## src/ussp_regs.vh

```
`ifndef USSP_REGS_VH
`define USSP_REGS_VH

// Register addresses on the I/O port
`define USSP_ADDR_W          6
`define USSP_ADDR_STATUS     6'h0e
`define USSP_ADDR_DATA       6'h0f
`define USSP_ADDR_CONTROL    6'h0d

// Status register fields
`define USSP_ST_START        7
`define USSP_ST_OVF          6
`define USSP_ST_STOP         5
`define USSP_ST_COLL         4
`define USSP_ST_CNT_HI       3
`define USSP_ST_CNT_LO       0

// Control register fields
`define USSP_CT_SIE          7
`define USSP_CT_OIE          6
`define USSP_CT_WM_HI        5
`define USSP_CT_WM_LO        4
`define USSP_CT_CS_HI        3
`define USSP_CT_CS_LO        2
`define USSP_CT_CLK          1
`define USSP_CT_TC           0

// Reset values
`define USSP_RST_STATUS      8'h00
`define USSP_RST_DATA        8'h00
`define USSP_RST_CONTROL     8'h00
`define USSP_RST_CNT         4'h0
`define USSP_CNT_MAX         4'hf
`define USSP_CNT_ONE         4'h1
`define USSP_BYTE_ZERO       8'h00

// Wire modes
`define USSP_WM_OFF          2'h0
`define USSP_WM_THREE        2'h1
`define USSP_WM_TWO          2'h2

// Clock select codes
`define USSP_CS_SOFT         2'h0
`define USSP_CS_TIMER        2'h1
`define USSP_CS_EXT_POS      2'h2
`define USSP_CS_EXT_NEG      2'h3

// Synchroniser width: clock pin and data pin
`define USSP_SYNC_W          2

`endif

```

## src/ussp_port.v

```verilog
// Notes on behaviour
// - Shift register is unbuffered; next transfer overwrites it.
// - Top bit reaches the output pin through a latch, opposite edge.
// - Serial input always comes from the data-in pin.
// - Four-bit counter, CPU readable and writable, clocked with shift register.
// - External clock makes the counter count both edges, or TC strobes when the CLK bit is set.
// - Clock source is clock pin, timer zero overflow or software strobe.
// - Two-wire mode with the clock direction bit set holds clock low after start or counter overflow.
// - CPU write to data beats a same-cycle shift; shift is skipped.
// - Each shift clock moves the register one place toward the top bit.
// - Disabled wire mode still lets pin clock and data feed the register.
// - Latch open first half-period on external clock, always on internal.
// - Status flags clear on written one; use full-byte writes.
// - Two-wire mode sets start flag on a detected start condition.
// - Off or three-wire, external clock, no strobe: any clock edge sets start.
// - Start request when flag, enable and global enable; wakes any sleep.
// - Start flag clears on written one; this releases start clock hold.
// - Overflow flag set on counter wrap 15 to 0; may request interrupt.
// - Overflow flag clears on written one; this releases overflow hold.
// - Overflow event wakes only from idle sleep.
// - Two-wire stop sets stop flag; cleared by one; no interrupt.
// - Wire mode 00 off, 01 three-wire, 10 two-wire open drain.
// - Collision bit reads one when top bit differs from data pin.
`timescale 1ns/10ps
`default_nettype none
`include "ussp_regs.vh"

module ussp_port (
    input  wire                   CLOCK,
    input  wire                   SRST,
    input  wire [`USSP_ADDR_W-1:0] IO_ADDR,
    input  wire [7:0]             IO_WDATA,
    input  wire                   IO_WE,
    output reg  [7:0]             IO_RDATA,
    input  wire                   TIMER0_OVF,
    input  wire                   GLOBAL_IE,
    input  wire                   SLEEP_IDLE,
    input  wire                   PIN_DIR_DATA,
    input  wire                   PIN_DIR_CLOCK,
    input  wire                   PORT_DATA,
    input  wire                   PORT_CLOCK,
    input  wire                   DI_IN,
    input  wire                   SCK_IN,
    output reg                    DO_OUT,
    output reg                    DO_OE_N,
    output reg                    SDA_OUT,
    output reg                    SDA_OE_N,
    output reg                    SCL_OUT,
    output reg                    SCL_OE_N,
    output reg                    START_IRQ,
    output reg                    OVF_IRQ,
    output reg                    START_WAKE,
    output reg                    OVF_WAKE
);

    // Register state
    reg [7:0] shift_data_register;
    reg [3:0] bit_edge_counter;
    reg       start_condition_flag;
    reg       counter_overflow_flag;
    reg       stop_condition_flag;
    reg       start_interrupt_enable;
    reg       overflow_interrupt_enable;
    reg [1:0] wire_mode_field;
    reg [1:0] clock_select_field;
    reg       clock_strobe_bit;
    reg       out_latch;

    // Synchronised pins and their previous values
    wire [`USSP_SYNC_W-1:0] pins_sync;
    reg                     sck_prev;
    reg                     di_prev;

    // Decode and helper nets
    wire       sck_s;
    wire       di_s;
    wire       sck_rise;
    wire       sck_fall;
    wire       sck_edge;
    wire       di_rise;
    wire       di_fall;
    wire       wr_status;
    wire       wr_data;
    wire       wr_control;
    wire       ext_clock;
    wire       soft_strobe;
    wire       tc_strobe;
    wire       shift_tick;
    wire       count_tick;
    wire       two_wire;
    wire       start_seen;
    wire       stop_seen;
    wire       edge_start;
    wire       wrap;
    wire       collision;
    wire       latch_open;
    wire       clock_hold;
    wire [7:0] status_value;
    wire [7:0] control_value;
    reg  [7:0] next_rdata;

    // Both pins pass two flip-flops before any edge logic reads them
    ussp_sync #(
        .WIDTH    (`USSP_SYNC_W)
    ) ussp_sync_inst (
        .clk      (CLOCK),
        .srst     (SRST),
        .async_in ({SCK_IN, DI_IN}),
        .sync_out (pins_sync)
    );

    assign sck_s = pins_sync[1];
    assign di_s  = pins_sync[0];

    // Previous sample for edge detection, taken after the synchroniser
    always @(posedge CLOCK) begin
        if (SRST) begin
            sck_prev <= 1'b0;
            di_prev  <= 1'b0;
        end else begin
            sck_prev <= sck_s;
            di_prev  <= di_s;
        end
    end

    assign sck_rise = sck_s & ~sck_prev;
    assign sck_fall = ~sck_s & sck_prev;
    assign sck_edge = sck_rise | sck_fall;
    assign di_rise  = di_s & ~di_prev;
    assign di_fall  = ~di_s & di_prev;

    // Address decode on the I/O port
    assign wr_status  = IO_WE & (IO_ADDR == `USSP_ADDR_STATUS);
    assign wr_data    = IO_WE & (IO_ADDR == `USSP_ADDR_DATA);
    assign wr_control = IO_WE & (IO_ADDR == `USSP_ADDR_CONTROL);

    // Software strobes come from control writes; TC is never stored, CLK also sets clock_strobe_bit
    assign soft_strobe = wr_control & IO_WDATA[`USSP_CT_CLK];
    assign tc_strobe   = wr_control & IO_WDATA[`USSP_CT_TC];

    assign ext_clock = clock_select_field[1];

    // shift clock from the chosen source and edge
    assign shift_tick =
        (clock_select_field == `USSP_CS_SOFT)    ? soft_strobe :
        (clock_select_field == `USSP_CS_TIMER)   ? TIMER0_OVF  :
        (clock_select_field == `USSP_CS_EXT_POS) ? sck_rise    :
                                                   sck_fall;

    // external clock counts both edges, or the strobe when enabled
    assign count_tick = ext_clock ?
        (clock_strobe_bit ? tc_strobe : sck_edge) : shift_tick;

    // counter wrap marks a completed transfer
    assign wrap = count_tick & (bit_edge_counter == `USSP_CNT_MAX);

    assign two_wire = (wire_mode_field == `USSP_WM_TWO);

    // start and stop seen while the clock line is high
    assign start_seen = two_wire & sck_s & sck_prev & di_fall;
    assign stop_seen  = two_wire & sck_s & sck_prev & di_rise;

    // edge counts as start outside two-wire mode
    assign edge_start = ~two_wire & ext_clock & ~clock_strobe_bit & sck_edge;

    // top bit against the real data pin
    assign collision = shift_data_register[7] ^ di_s;

    // latch opens in the half-period before the sampling edge
    assign latch_open = ~ext_clock | (sck_s == clock_select_field[0]);

    // hold clock low while a start or overflow flag is pending
    assign clock_hold = two_wire &
        (start_condition_flag | counter_overflow_flag);

    assign status_value = {start_condition_flag, counter_overflow_flag,
                           stop_condition_flag, collision,
                           bit_edge_counter};

    // The TC strobe bit reads as zero; the CLK bit reads back from clock_strobe_bit
    assign control_value = {start_interrupt_enable,
                            overflow_interrupt_enable,
                            wire_mode_field, clock_select_field,
                            clock_strobe_bit, 1'b0};

    // Control register; the software strobes are taken separately
    always @(posedge CLOCK) begin
        if (SRST) begin
            start_interrupt_enable    <= 1'b0;
            overflow_interrupt_enable <= 1'b0;
            wire_mode_field           <= `USSP_WM_OFF;
            clock_select_field        <= `USSP_CS_SOFT;
            clock_strobe_bit          <= 1'b0;
        end else if (wr_control) begin
            start_interrupt_enable    <= IO_WDATA[`USSP_CT_SIE];
            overflow_interrupt_enable <= IO_WDATA[`USSP_CT_OIE];
            wire_mode_field   <= IO_WDATA[`USSP_CT_WM_HI:`USSP_CT_WM_LO];
            clock_select_field <= IO_WDATA[`USSP_CT_CS_HI:`USSP_CT_CS_LO];
            clock_strobe_bit  <= IO_WDATA[`USSP_CT_CLK];
        end
    end

    // Shift register: no holding buffer, software must keep up
    always @(posedge CLOCK) begin
        if (SRST) begin
            shift_data_register <= `USSP_RST_DATA;
        end else if (wr_data) begin
            shift_data_register <= IO_WDATA;
        end else if (shift_tick) begin
            shift_data_register <= {shift_data_register[6:0], di_s};
        end
    end

    // Counter runs in every wire mode, including off
    always @(posedge CLOCK) begin
        if (SRST) begin
            bit_edge_counter <= `USSP_RST_CNT;
        end else if (wr_status) begin
            bit_edge_counter <= IO_WDATA[`USSP_ST_CNT_HI:`USSP_ST_CNT_LO];
        // pins count even when outputs are off
        end else if (count_tick) begin
            bit_edge_counter <= bit_edge_counter + `USSP_CNT_ONE;
        end
    end

    // Flags: a same-cycle event beats the clearing write
    always @(posedge CLOCK) begin
        if (SRST) begin
            start_condition_flag  <= 1'b0;
            counter_overflow_flag <= 1'b0;
            stop_condition_flag   <= 1'b0;
        end else begin
            if (start_seen | edge_start) begin
                start_condition_flag <= 1'b1;
            end else if (wr_status & IO_WDATA[`USSP_ST_START]) begin
                start_condition_flag <= 1'b0;
            end
            if (wrap) begin
                counter_overflow_flag <= 1'b1;
            end else if (wr_status & IO_WDATA[`USSP_ST_OVF]) begin
                counter_overflow_flag <= 1'b0;
            end
            if (stop_seen) begin
                stop_condition_flag <= 1'b1;
            end else if (wr_status & IO_WDATA[`USSP_ST_STOP]) begin
                stop_condition_flag <= 1'b0;
            end
        end
    end

    // output latch tracks the top bit only while open
    always @(posedge CLOCK) begin
        if (SRST) begin
            out_latch <= 1'b0;
        end else if (latch_open) begin
            out_latch <= shift_data_register[7];
        end
    end

    // Read data mux, registered so the port answers one cycle later
    always @* begin
        next_rdata = `USSP_BYTE_ZERO;
        case (IO_ADDR)
            `USSP_ADDR_STATUS:  next_rdata = status_value;
            `USSP_ADDR_DATA:    next_rdata = shift_data_register;
            `USSP_ADDR_CONTROL: next_rdata = control_value;
            default:            next_rdata = `USSP_BYTE_ZERO;
        endcase
    end

    always @(posedge CLOCK) begin
        if (SRST) begin
            IO_RDATA <= `USSP_BYTE_ZERO;
        end else begin
            IO_RDATA <= next_rdata;
        end
    end

    // Pin drivers; enables are low while the pin is driven
    always @(posedge CLOCK) begin
        if (SRST) begin
            DO_OUT   <= 1'b0;
            DO_OE_N  <= 1'b1;
            SDA_OUT  <= 1'b0;
            SDA_OE_N <= 1'b1;
            SCL_OUT  <= 1'b0;
            SCL_OE_N <= 1'b1;
        end else begin
            DO_OUT  <= out_latch;
            DO_OE_N <= ~((wire_mode_field == `USSP_WM_THREE) &
                         PIN_DIR_DATA);
            // Open drain: only ever pulls low
            SDA_OUT  <= 1'b0;
            SDA_OE_N <= ~(two_wire & PIN_DIR_DATA &
                          (~out_latch | ~PORT_DATA));
            SCL_OUT  <= 1'b0;
            // clock hold pulls the clock line low
            SCL_OE_N <= ~(two_wire & PIN_DIR_CLOCK &
                          (~PORT_CLOCK | clock_hold));
        end
    end

    // Interrupt requests and wake-up levels
    always @(posedge CLOCK) begin
        if (SRST) begin
            START_IRQ  <= 1'b0;
            OVF_IRQ    <= 1'b0;
            START_WAKE <= 1'b0;
            OVF_WAKE   <= 1'b0;
        end else begin
            // start request and wake from any sleep
            START_IRQ  <= start_condition_flag & start_interrupt_enable &
                          GLOBAL_IE;
            START_WAKE <= start_condition_flag & start_interrupt_enable;
            OVF_IRQ    <= counter_overflow_flag &
                          overflow_interrupt_enable & GLOBAL_IE;
            OVF_WAKE   <= counter_overflow_flag &
                          overflow_interrupt_enable & SLEEP_IDLE;
        end
    end

endmodule

`default_nettype wire

```

## src/ussp_sync.v

```verilog
`timescale 1ns/10ps
`default_nettype none

// Two-stage synchroniser for pins from outside the clock domain
module ussp_sync #(
    parameter WIDTH = 1
) (
    input  wire             clk,
    input  wire             srst,
    input  wire [WIDTH-1:0] async_in,
    output reg  [WIDTH-1:0] sync_out
);

    reg [WIDTH-1:0] stage;

    // First stage feeds only the second one
    always @(posedge clk) begin
        if (srst) begin
            stage    <= {WIDTH{1'b0}};
            sync_out <= {WIDTH{1'b0}};
        end else begin
            stage    <= async_in;
            sync_out <= stage;
        end
    end

endmodule

`default_nettype wire

```

## config.mk

```make
export PLATFORM = sky130hd
export DESIGN_NAME = ussp_port
export DESIGN_NICKNAME = d
export VERILOG_FILES = /design/src/ussp_port.v /design/src/ussp_sync.v
export VERILOG_INCLUDE_DIRS = /design/src /design/src/src
export SDC_FILE = /design/constraint.sdc
export NUM_CORES = 1
export LEC_CHECK = 0
export BUFFER_PORTS_ARGS = -buffer_cell sky130_fd_sc_hd__buf_4
export CAP_MARGIN = 5
export CORE_ASPECT_RATIO = 1.5
export CORE_MARGIN = 10
export CORE_UTILIZATION = 45
export DETAILED_ROUTE_END_ITERATION = 12
export GPL_TIMING_DRIVEN = 0
export PLACE_DENSITY = 0.68
export SYNTH_ARGS = -nofsm -noshare
export SYNTH_HDL_FRONTEND = slang
export SYNTH_SLANG_ARGS = --single-unit
export TNS_END_PERCENT = 20
```

## constraint.sdc

```tcl
create_clock -name CLOCK -period 2.1 [get_ports CLOCK]
set_clock_uncertainty 0.15 [all_clocks]
set_input_delay 0 -clock CLOCK [delete_from_list [all_inputs] [get_ports CLOCK]]
set_output_delay 0 -clock CLOCK [all_outputs]
set_load 0.02 [all_outputs]
```

==> results.sh, run 1 <==
export IMPL_crit_reg2reg_launch="ussp_sync_inst.sync_out[1]"
export IMPL_htree_num_levels=2
export IMPL_grt_max_degree=14
export IMPL_clock_tree_from_tritoncts="done"
export IMPL_synth_seq_area_share_pct=41.9
export IMPL_remaining_drc_errors=0
export IMPL_setup_tns_ps=0
export IMPL_via_count_of_the_first_global_routing_pass=1891
export IMPL_gp_routability_congestion=0.954
export IMPL_post_synth_top_area_cell="sky130_fd_sc_hd__dfxtp_1"
export IMPL_clkLatencyLatePin_ps=300
export IMPL_placement_io_buffers=40
export IMPL_wire_length_per_cell_after_detailed_routing_um=15.7
export IMPL_area_delta_synth_final_pct=32.3
export IMPL_ys_warn_count=0
export IMPL_leakage_component_of_the_power_nw=1.12
export IMPL_post_route_min_period_ps=1850
export IMPL_synth_main_ff_cell="sky130_fd_sc_hd__dfxtp_1"
export IMPL_number_of_nets_still_failing_antenna_checks_after_routing=0
export IMPL_final_layout_size_suffix_gt1_share_pct=27.4
export IMPL_most_area_consuming_cells_after_synthesis="sky130_fd_sc_hd__dfxtp_1 42%, sky130_fd_sc_hd__nand2_1 4.7%, sky130_fd_sc_hd__mux2i_1 4.7%, sky130_fd_sc_hd__o211ai_2 4.7%, sky130_fd_sc_hd__nand4_1 3.5%"
export IMPL_die_width_um=76.5
export IMPL_synth_enable_flop_cells=0
export IMPL_design_die_area_sq_um=8000
export IMPL_io_pins=44
export IMPL_ys_seq_elements=45
export IMPL_post_route_util_pct=62.2
export IMPL_finalHoldViolCount=0
export IMPL_cts_made_buffers=5
export IMPL_post_synth_instance_area_sq_um=2150
export IMPL_cp_arrival_ps=1880
export IMPL_status="completed"
export IMPL_synth_area_per_cell_sq_um=9.43
export IMPL_power_density_cells_nw_per_um2=597
export IMPL_die_h_um=105
export IMPL_detailedRoute_firstIterationViolations=139
export IMPL_antenna_cells_inserted=0
export IMPL_layout_nets=324
export IMPL_drv_cap=0
export IMPL_gr_total_overflow=0
export IMPL_critical_path_reg2reg_endpoint="shift_data_register[1]"
export IMPL_dpl_worst_slack_ps=140
export IMPL_reg2reg_depth=7
export IMPL_cp_data_required_time_ps=2130
export IMPL_min_period_over_period_pct=88.0
export IMPL_clock_sinks=45
export IMPL_synth_largest_type_area_fraction_pct=41.9
export IMPL_startpoint_type="flip-flop"
export IMPL_cp_max_fo=9
export IMPL_first_pass_grt_wire_length_um=9100
export IMPL_layout_common_cells="45 x sky130_fd_sc_hd__dfxtp_1, 44 x sky130_fd_sc_hd__buf_4, 27 x sky130_fd_sc_hd__nand2_1, 19 x sky130_fd_sc_hd__nor2_1, 19 x sky130_fd_sc_hd__dlygate4sd3_1"
export IMPL_timing_final_max_slew_violations=0
export IMPL_timing_critical_path_from="ussp_sync_inst.sync_out[1]"
export IMPL_setup_worst_path_end="shift_data_register[1]"
export IMPL_cts_path_max_buffers=2
export IMPL_post_layout_total_power_w=0.00170
export IMPL_max_slew_margin_pct=36.9
export IMPL_floorplan_core_area_sq_um=4580
export IMPL_crit_path_top_delay_cell="sky130_fd_sc_hd__dfxtp_1"
export IMPL_floorplan_initialDensity_pct=47.0
export IMPL_syn_instance_count=228
export IMPL_timing_critical_path_cells="inv_1 > ha_1 > mux2i_1 > a21o_1 > and2_4 > buf_6 > o211ai_2"
export IMPL_irDropWorstVdd_mv=0.367
export IMPL_final_cells=360
export IMPL_regToRegSetupSlack_ps=250
export IMPL_slowest_delay_ps=390
export IMPL_layout_setup_ws_ps=251
export IMPL_placedCellCount=333
export IMPL_first_pass_iters=4
export IMPL_hpwlAfterDp_um=4300
export IMPL_worstHoldPathType="primary input to flip-flop"
export IMPL_synth_lib_cells_used_distinct=50
export IMPL_synthArstFlopShare_pct=0
export IMPL_routed_wl_um=5640
export IMPL_end_kind="flip-flop"
export IMPL_clk_pin_slew_worst_paths_ps=80
export IMPL_cts_root_buffer="sky130_fd_sc_hd__clkbuf_8"
export IMPL_rsz_0062_raised_after_global_routing="false"
export IMPL_route_vias_total=1942
export IMPL_rows=30
export IMPL_mostFrequentLayoutCell="sky130_fd_sc_hd__dfxtp_1"
export IMPL_setup_violations=0
export IMPL_grt_antenna_before_repair=0
export IMPL_gr_usage_all_layers_pct=13.8
export IMPL_max_freq_mhz=541
export IMPL_critPathKind="flip-flop to flip-flop"
export IMPL_worst_max_slew_pin_slew_ps=940
export IMPL_post_drt_via_cell_ratio=5.39
==> Yosys cell counts (4+ instances only) <==
cell type / count
sky130_fd_sc_hd__nor2b_1: 12
sky130_fd_sc_hd__a21oi_1: 6
sky130_fd_sc_hd__inv_1: 6
sky130_fd_sc_hd__buf_6: 4
sky130_fd_sc_hd__nand4_1: 12
sky130_fd_sc_hd__a22oi_1: 7
sky130_fd_sc_hd__mux2_2: 5
sky130_fd_sc_hd__dfxtp_1: 45
sky130_fd_sc_hd__nand3_1: 9
sky130_fd_sc_hd__o211ai_2: 8
sky130_fd_sc_hd__nand2_1: 27
sky130_fd_sc_hd__buf_4: 4
sky130_fd_sc_hd__nor2_1: 19
sky130_fd_sc_hd__mux2i_1: 10
==> report_power, final <==
part	total [W]	switching [W]	internal, W
logic	0.000160	0.0000774	0.0000822
clock network	0.000670	0.000282	0.000388
registers	0.000871	0.00000925	0.000862
total	0.00170	0.000368	0.00133
==> flip-flops by register name (all words and copies together) (netlist names), 2 cells and up <==
register and flops:
bit_edge_counter 4, clock_select_field 2, shift_data_register 8, IO_RDATA 8, wire_mode_field 2, ussp_sync_inst.stage 2
ussp_sync_inst.sync_out 2
==> metal layers <==
layer  GRT usage [%]  up-vias  routed length [um]
li1                -      949                   -
met1            15.8      908                2380
met2            22.9       71                2720
met3            3.00       14                 362
met4            8.13        0                 169
met5               0        -                   0
==> critical path, delay by kind of cell (launching register included) <==
family,cells,cell delay [ps]
flip-flops,1,390
AO/OA/AOI/OAI,2,420
adder cells (fa/ha/maj),1,200
multiplexers,1,130
AND/OR/NAND/NOR,1,200
buffers and inverters,2,240
==> metrics by stage <==
stage	area [sq um]	hold WS (ps)
2_1_floorplan	2150	-76.1
3_3_place_gp	2530	45.2
3_5_place_dp	2530	48.7
4_1_cts	2840	136
5_1_grt	2850	187
6_report	2850	151
==> worst min path at each step <==
stage | from | cells after the start | slack (ps) | to
5_1_grt | IO_WE | 5 | 190 | shift_data_register[5]
3_3_place_gp | PIN_DIR_CLOCK | 2 | 50 | SCL_OE_N
2_1_floorplan | PIN_DIR_CLOCK | 1 | -80 | SCL_OE_N
4_1_cts | IO_WE | 5 | 140 | shift_data_register[2]
3_5_place_dp | PIN_DIR_CLOCK | 2 | 50 | SCL_OE_N
6_report | IO_WE | 5 | 150 | shift_data_register[6]
==> kinds of logic after synthesis <==
logic type / count (synthesis) / share of synthesized area (%)
xor+xnor: 2 / 0.815
flops: 45 / 41.9
simple gates: 102 / 26.5
mux: 15 / 7.27
compound gates: 39 / 15.6
buf+inv: 21 / 5.93
fa+ha+maj: 3 / 1.75
other cells: 1 / 0.174
==> repair_timing <==
action	CTS	global route
setup buffers	0	0
hold buffers	19	0
endpoints found under the setup margin	0	1
resized for setup	0	1
hold endpoints to repair	35	0
==> final cells by class <==
| type | instances | area (sq um) |
|---|---|---|
| multi-input cells | 163 | 1130 |
| clock inverters | 1 | 30.0 |
| flip-flops and latches | 45 | 901 |
| clock buffers | 7 | 86.3 |
| well taps | 64 | 80.1 |
| inverters | 6 | 22.5 |
| fillers | 441 | 1730 |
| repair buffers | 59 | 490 |
| plain buffers | 15 | 105 |
Note: power is estimated with default switching activity, not from simulation.
==> run 2: changes to the inputs <==
==> constraint.sdc (replaced) <==
create_clock -name CLOCK -period 2.1 [get_ports CLOCK]
set_clock_uncertainty 0.15 [all_clocks]
set_input_delay 0.21 -clock CLOCK [delete_from_list [all_inputs] [get_ports CLOCK]]
set_output_delay 0.21 -clock CLOCK [all_outputs]
set_load 0.02 [all_outputs]
==> run 2 against run 1 <==
  * Utilization is 2.4 points lower
  * Clock power rose by 0.6%
  * Critical path type unchanged
  * Sequential share of layout area is 1.3 points higher
  * Die area unchanged
  * Final area is 3.9% lower
  * Register-to-register slack about the same
  * Clock-buffer cell count is the same
==> results.sh, run 2 (same netlist as run 1, synthesis figures left out) <==
export IMPL_internal_power_w=0.00132
export IMPL_clock_sinks=45
export IMPL_remaining_drc_errors=0
export IMPL_grt_max_degree=14
export IMPL_clkLatencyLatePin_ps=300
export IMPL_finalHoldViolCount=0
export IMPL_layout_setup_ws_ps=251
export IMPL_leakage_component_of_the_power_nw=1.08
export IMPL_antenna_cells_inserted=0
export IMPL_setup_violations=0
export IMPL_rsz_0062_raised_after_global_routing="false"
export IMPL_design_die_area_sq_um=8000
export IMPL_grt_antenna_before_repair=0
export IMPL_die_width_um=76.5
export IMPL_min_period_over_period_pct=88.0
export IMPL_power_sequential_fraction_pct=51.6
export IMPL_worstHoldPathType="primary input to flip-flop"
export IMPL_p_clk_share_pct=39.9
export IMPL_gr_usage_met2_pct=22.2
export IMPL_die_h_um=105
export IMPL_mostFrequentLayoutCell="sky130_fd_sc_hd__dfxtp_1"
export IMPL_cts_path_max_buffers=2
export IMPL_cts_root_buffer="sky130_fd_sc_hd__clkbuf_8"
export IMPL_cp_arrival_ps=1880
export IMPL_power_density_cells_nw_per_um2=618
export IMPL_gr_usage_all_layers_pct=13.6
export IMPL_p_sw_share_pct=21.9
export IMPL_first_pass_grt_wire_length_um=8910
export IMPL_rows=30
export IMPL_irDropWorstVdd_mv=0.362
export IMPL_io_pins=44
export IMPL_post_route_min_period_ps=1850
export IMPL_timing_critical_path_cells="inv_1 > ha_1 > mux2i_1 > a21o_1 > and2_4 > buf_6 > o211ai_2"
export IMPL_layout_common_cells="45 x sky130_fd_sc_hd__dfxtp_1, 44 x sky130_fd_sc_hd__buf_4, 27 x sky130_fd_sc_hd__nand2_1, 19 x sky130_fd_sc_hd__nor2_1"
export IMPL_route_vias_total=1928
export IMPL_grt_use_met3_pct=3.43
export IMPL_critical_path_n_buffers_inverters=2
export IMPL_p_switching_w=0.000370
export IMPL_detailedRoute_firstIterationViolations=107
export IMPL_fillers=459
export IMPL_post_dp_cell_area_sq_um=2530
export IMPL_end_kind="flip-flop"
export IMPL_p_comb_share_pct=8.6
export IMPL_cp_data_required_time_ps=2130
export IMPL_hpwlAfterDp_um=4300
export IMPL_clock_tree_from_tritoncts="done"
export IMPL_grt_busiest_layer="met2"
export IMPL_gp_routability_congestion=0.954
export IMPL_cts_made_buffers=5
export IMPL_floorplan_initialDensity_pct=47.0
export IMPL_crit_path_top_delay_cell="sky130_fd_sc_hd__dfxtp_1"
export IMPL_status="completed"
export IMPL_clk_pin_slew_worst_paths_ps=80
export IMPL_worst_max_slew_pin_slew_ps=913
export IMPL_wire_length_per_cell_after_detailed_routing_um=16.0
export IMPL_via_count_of_the_first_global_routing_pass=1858
export IMPL_number_of_nets_still_failing_antenna_checks_after_routing=0
export IMPL_dpl_worst_slack_ps=140
export IMPL_timing_final_max_slew_violations=0
export IMPL_post_drt_via_cell_ratio=5.52
export IMPL_placement_io_buffers=40
export IMPL_post_layout_total_power_w=0.00169
export IMPL_post_route_util_pct=59.8
export IMPL_biggestRegsByFlops="IO_RDATA x8, shift_data_register x8, bit_edge_counter x4"
export IMPL_htree_num_levels=2
export IMPL_slowest_delay_ps=390
export IMPL_postCtsSetupRepairBufs=0
export IMPL_sequential_cell_area_sq_um=901
export IMPL_max_freq_mhz=541
export IMPL_multi_input_area_sq_um=1130
export IMPL_design_area_sq_um=2740
export IMPL_floorplan_core_area_sq_um=4580
export IMPL_max_slew_margin_pct=38.7
export IMPL_final_layout_size_suffix_gt1_share_pct=28.4
export IMPL_startpoint_type="flip-flop"
export IMPL_layout_nets=313
export IMPL_area_delta_synth_final_pct=27.2
export IMPL_cp_max_fo=9
export IMPL_critPathKind="flip-flop to flip-flop"
export IMPL_global_route_usage_met1_pct=15.3
export IMPL_worst_path_dominant_cell_family="compound AO/OA/AOI/OAI gates"
export IMPL_first_pass_iters=4
export IMPL_setup_tns_ps=0
export IMPL_drv_cap=0
export IMPL_gr_total_overflow=0
export IMPL_routed_wl_um=5580
[run 2: cell types whose count changed in the layout (fill, tap and decap cells not counted)]
cell,previous run,this run
sky130_fd_sc_hd__dlygate4sd3_1,19,8
[run 2: final cells by class]
class | count | share of cell area (%)
buffer | 15 | 3.84
clock buffer | 7 | 3.16
clock inverter | 1 | 1.10
inverter | 6 | 0.823
multi-input combinational | 163 | 41.3
sequential | 45 | 32.9
tap | 64 | 2.93
timing repair buffer | 48 | 13.9
[run 2: stage by stage]
stage          std cells  hold slack (ps)
6_report             349             6.86
5_1_grt              349             6.53
4_1_cts              349             3.44
3_5_place_dp         333              259
3_3_place_gp         333              255
2_1_floorplan        229              134
[run 2: power by group through the flow]
stage	registers [W]	logic (W)	clock network [W]
after global placement	0.000891	0.000131	0
final	0.000871	0.000145	0.000674
after detailed placement	0.000891	0.000132	0
after floorplan	0.000888	0.0000707	0
after global routing	0.000872	0.000155	0.000710
after CTS	0.000871	0.000143	0.000677
[run 2: worst paths after layout]
check	from	endpoint	slack [ps]	cells after the start
worst min-delay path	IO_WDATA[6]	shift_data_register[6]	7	3
worst max register to register	ussp_sync_inst.sync_out[1]	shift_data_register[1]	250	7
worst max-delay path	ussp_sync_inst.sync_out[1]	shift_data_register[1]	250	7
worst min register to register	ussp_sync_inst.stage[0]	ussp_sync_inst.sync_out[0]	300	1
[run 2: what timing repair did]
item | 4_1_cts | 5_1_grt
endpoints found under the hold margin | 7 | 0
endpoints found under the setup margin | 0 | 1
hold buffers | 8 | 0
gates resized for setup | 0 | 1
[run 2: tightest hold or removal path: stages]
cell and delay [ps]:
sky130_fd_sc_hd__buf_4 110, sky130_fd_sc_hd__nand2_1 60, sky130_fd_sc_hd__o211ai_2 50
[run 2: per-layer routing]
metal	up-vias	routed length (um)
met5	-	0
li1	932	-
met2	76	2630
met3	20	385
met4	0	220
met1	900	2340
==> run 3: changes to the inputs <==
- CORE_UTILIZATION: 45 -> 40
- PLACE_DENSITY: 0.68 -> default
==> run 3 against run 2 <==
  * Sequential share of layout area decreased by 0.22 points
  * Register-to-register slack about the same
  * Worst hold slack got worse by 3.5 ps
  * Clock-buffer cell count decreased by 2
  * Power decreased by 7.0%
  * Wire length increased by 2.1%
  * Combinational power increased by 3%
  * Die area increased by 9.6%
  * Global-route usage decreased by 0.32 points
  * Highest routed layer unchanged
==> results.sh, run 3 (same netlist as run 1, synthesis figures left out) <==
export IMPL_irDropWorstVdd_mv=0.307
export IMPL_p_clk_share_pct=35.0
export IMPL_critPathKind="flip-flop to flip-flop"
export IMPL_biggestRegsByFlops="IO_RDATA x8, shift_data_register x8, bit_edge_counter x4"
export IMPL_crit_reg2reg_launch="ussp_sync_inst.sync_out[1]"
export IMPL_min_period_over_period_pct=88.5
export IMPL_cts_path_max_buffers=2
export IMPL_p_sw_share_pct=25.3
export IMPL_postCtsSetupRepairBufs=0
export IMPL_startpoint_type="flip-flop"
export IMPL_internal_power_w=0.00117
export IMPL_min_delay_start="IO_WDATA[1]"
export IMPL_first_pass_iters=4
export IMPL_cp_arrival_ps=1900
export IMPL_post_route_min_period_ps=1860
export IMPL_gp_routability_congestion=0.824
export IMPL_grt_max_degree=16
export IMPL_first_pass_grt_wire_length_um=9330
export IMPL_route_vias_total=1874
export IMPL_hpwlAfterDp_um=4420
export IMPL_cp_data_required_time_ps=2140
export IMPL_rsz_0062_raised_after_global_routing="false"
export IMPL_worstHoldPathType="primary input to flip-flop"
export IMPL_floorplan_initialDensity_pct=41.6
export IMPL_cts_root_buffer="sky130_fd_sc_hd__clkbuf_8"
export IMPL_finalHoldViolCount=0
export IMPL_leakage_component_of_the_power_nw=1.08
export IMPL_clock_tree_from_tritoncts="done"
export IMPL_floorplan_core_area_sq_um=5160
export IMPL_max_freq_mhz=538
export IMPL_power_density_cells_nw_per_um2=570
export IMPL_gr_usage_all_layers_pct=13.2
export IMPL_gr_total_overflow=0
export IMPL_area_delta_synth_final_pct=28.1
export IMPL_clkLatencyLatePin_ps=300
export IMPL_p_comb_share_pct=9.6
export IMPL_mostFrequentLayoutCell="sky130_fd_sc_hd__dfxtp_1"
export IMPL_cp_max_fo=9
export IMPL_clk_pin_slew_worst_paths_ps=90
export IMPL_die_h_um=110
export IMPL_wire_length_per_cell_after_detailed_routing_um=16.0
export IMPL_setup_tns_ps=0
export IMPL_routed_wl_um=5700
export IMPL_placement_io_buffers=40
export IMPL_via_count_of_the_first_global_routing_pass=1915
export IMPL_cts_made_buffers=5
export IMPL_layout_nets=317
export IMPL_design_die_area_sq_um=8770
export IMPL_final_layout_size_suffix_gt1_share_pct=28.4
export IMPL_io_pins=44
export IMPL_timing_critical_path_from="ussp_sync_inst.sync_out[1]"
export IMPL_reg2reg_depth=7
export IMPL_worst_hold_path_num_cells=3
export IMPL_timing_final_max_slew_violations=0
export IMPL_remaining_drc_errors=0
export IMPL_setup_violations=0
export IMPL_max_slew_margin_pct=45.1
export IMPL_power_sequential_fraction_pct=55.4
export IMPL_end_kind="flip-flop"
export IMPL_detailedRoute_firstIterationViolations=142
export IMPL_clock_sinks=45
export IMPL_number_of_nets_still_failing_antenna_checks_after_routing=0
export IMPL_worst_max_slew_pin_slew_ps=817
export IMPL_design_area_sq_um=2760
export IMPL_rows=32
export IMPL_status="completed"
export IMPL_die_width_um=79.9
export IMPL_antenna_cells_inserted=0
export IMPL_htree_num_levels=2
export IMPL_grt_antenna_before_repair=0
export IMPL_drv_cap=0
export IMPL_layout_common_cells="45 x sky130_fd_sc_hd__dfxtp_1, 44 x sky130_fd_sc_hd__buf_4, 27 x sky130_fd_sc_hd__nand2_1, 19 x sky130_fd_sc_hd__nor2_1"
export IMPL_p_switching_w=0.000398
export IMPL_post_drt_via_cell_ratio=5.25
export IMPL_post_dp_cell_area_sq_um=2540
-- run 3: final cells by class --
class                      instances  area [sq um]
fill                             482          2410
tap                               68          85.1
clock inverter                     3          21.3
sequential                        45           901
timing repair buffer              52           420
multi-input combinational        163          1130
buffer                            15           105
inverter                           6          22.5
clock buffer                       5          68.8
-- run 3: worst paths after layout --
path	end	slack [ps]
min	shift_data_register[1]	3
max	shift_data_register[4]	240
max reg2reg	shift_data_register[4]	240
min reg2reg	ussp_sync_inst.sync_out[1]	310
-- run 3: timing repair --
| item | CTS | global route |
|---|---|---|
| resized for setup | 0 | 1 |
| hold buffers | 11 | 1 |
| endpoints found under the hold margin | 10 | 1 |
| setup endpoints to repair | 0 | 1 |
-- run 3: per-layer routing --
| layer | routed length (um) | vias up | track usage [%] | share of wire, % |
|---|---|---|---|---|
| met5 | 0 | - | 0 | 0 |
| li1 | - | 935 | - | - |
| met3 | 280 | 12 | 3.76 | 4.9 |
| met1 | 2340 | 882 | 14.3 | 41 |
| met4 | 146 | 0 | 6.19 | 2.6 |
| met2 | 2930 | 45 | 23.3 | 51 |
-- run 3: stage by stage --
step                power, W  worst slack [ps]  hold slack (ps)  cells  utilization [%]
floorplan           0.000959               373              134    229                -
global placement     0.00102               140              254    337             49.2
detailed placement   0.00102               120              258    337             49.2
CTS                  0.00158               105             2.84    356             53.1
global route         0.00164               121             1.54    357             53.3
finish               0.00157               242             3.41    357             53.3
-- run 3: critical path: stages (launching register included) --
cell and delay, ps:
sky130_fd_sc_hd__dfxtp_1 400, sky130_fd_sc_hd__inv_1 100, sky130_fd_sc_hd__ha_1 200, sky130_fd_sc_hd__mux2i_1 130, sky130_fd_sc_hd__a21o_1 330, sky130_fd_sc_hd__and2_4 200
sky130_fd_sc_hd__buf_6 140, sky130_fd_sc_hd__o211ai_2 90
-- run 3: power groups by stage --
stage,clock [W],combinational (W),sequential (W)
after floorplan,0,0.0000707,0.000888
after global placement,0,0.000132,0.000891
after detailed placement,0,0.000133,0.000891
after CTS,0.000563,0.000148,0.000871
after global routing,0.000603,0.000163,0.000872
final,0.000551,0.000150,0.000871
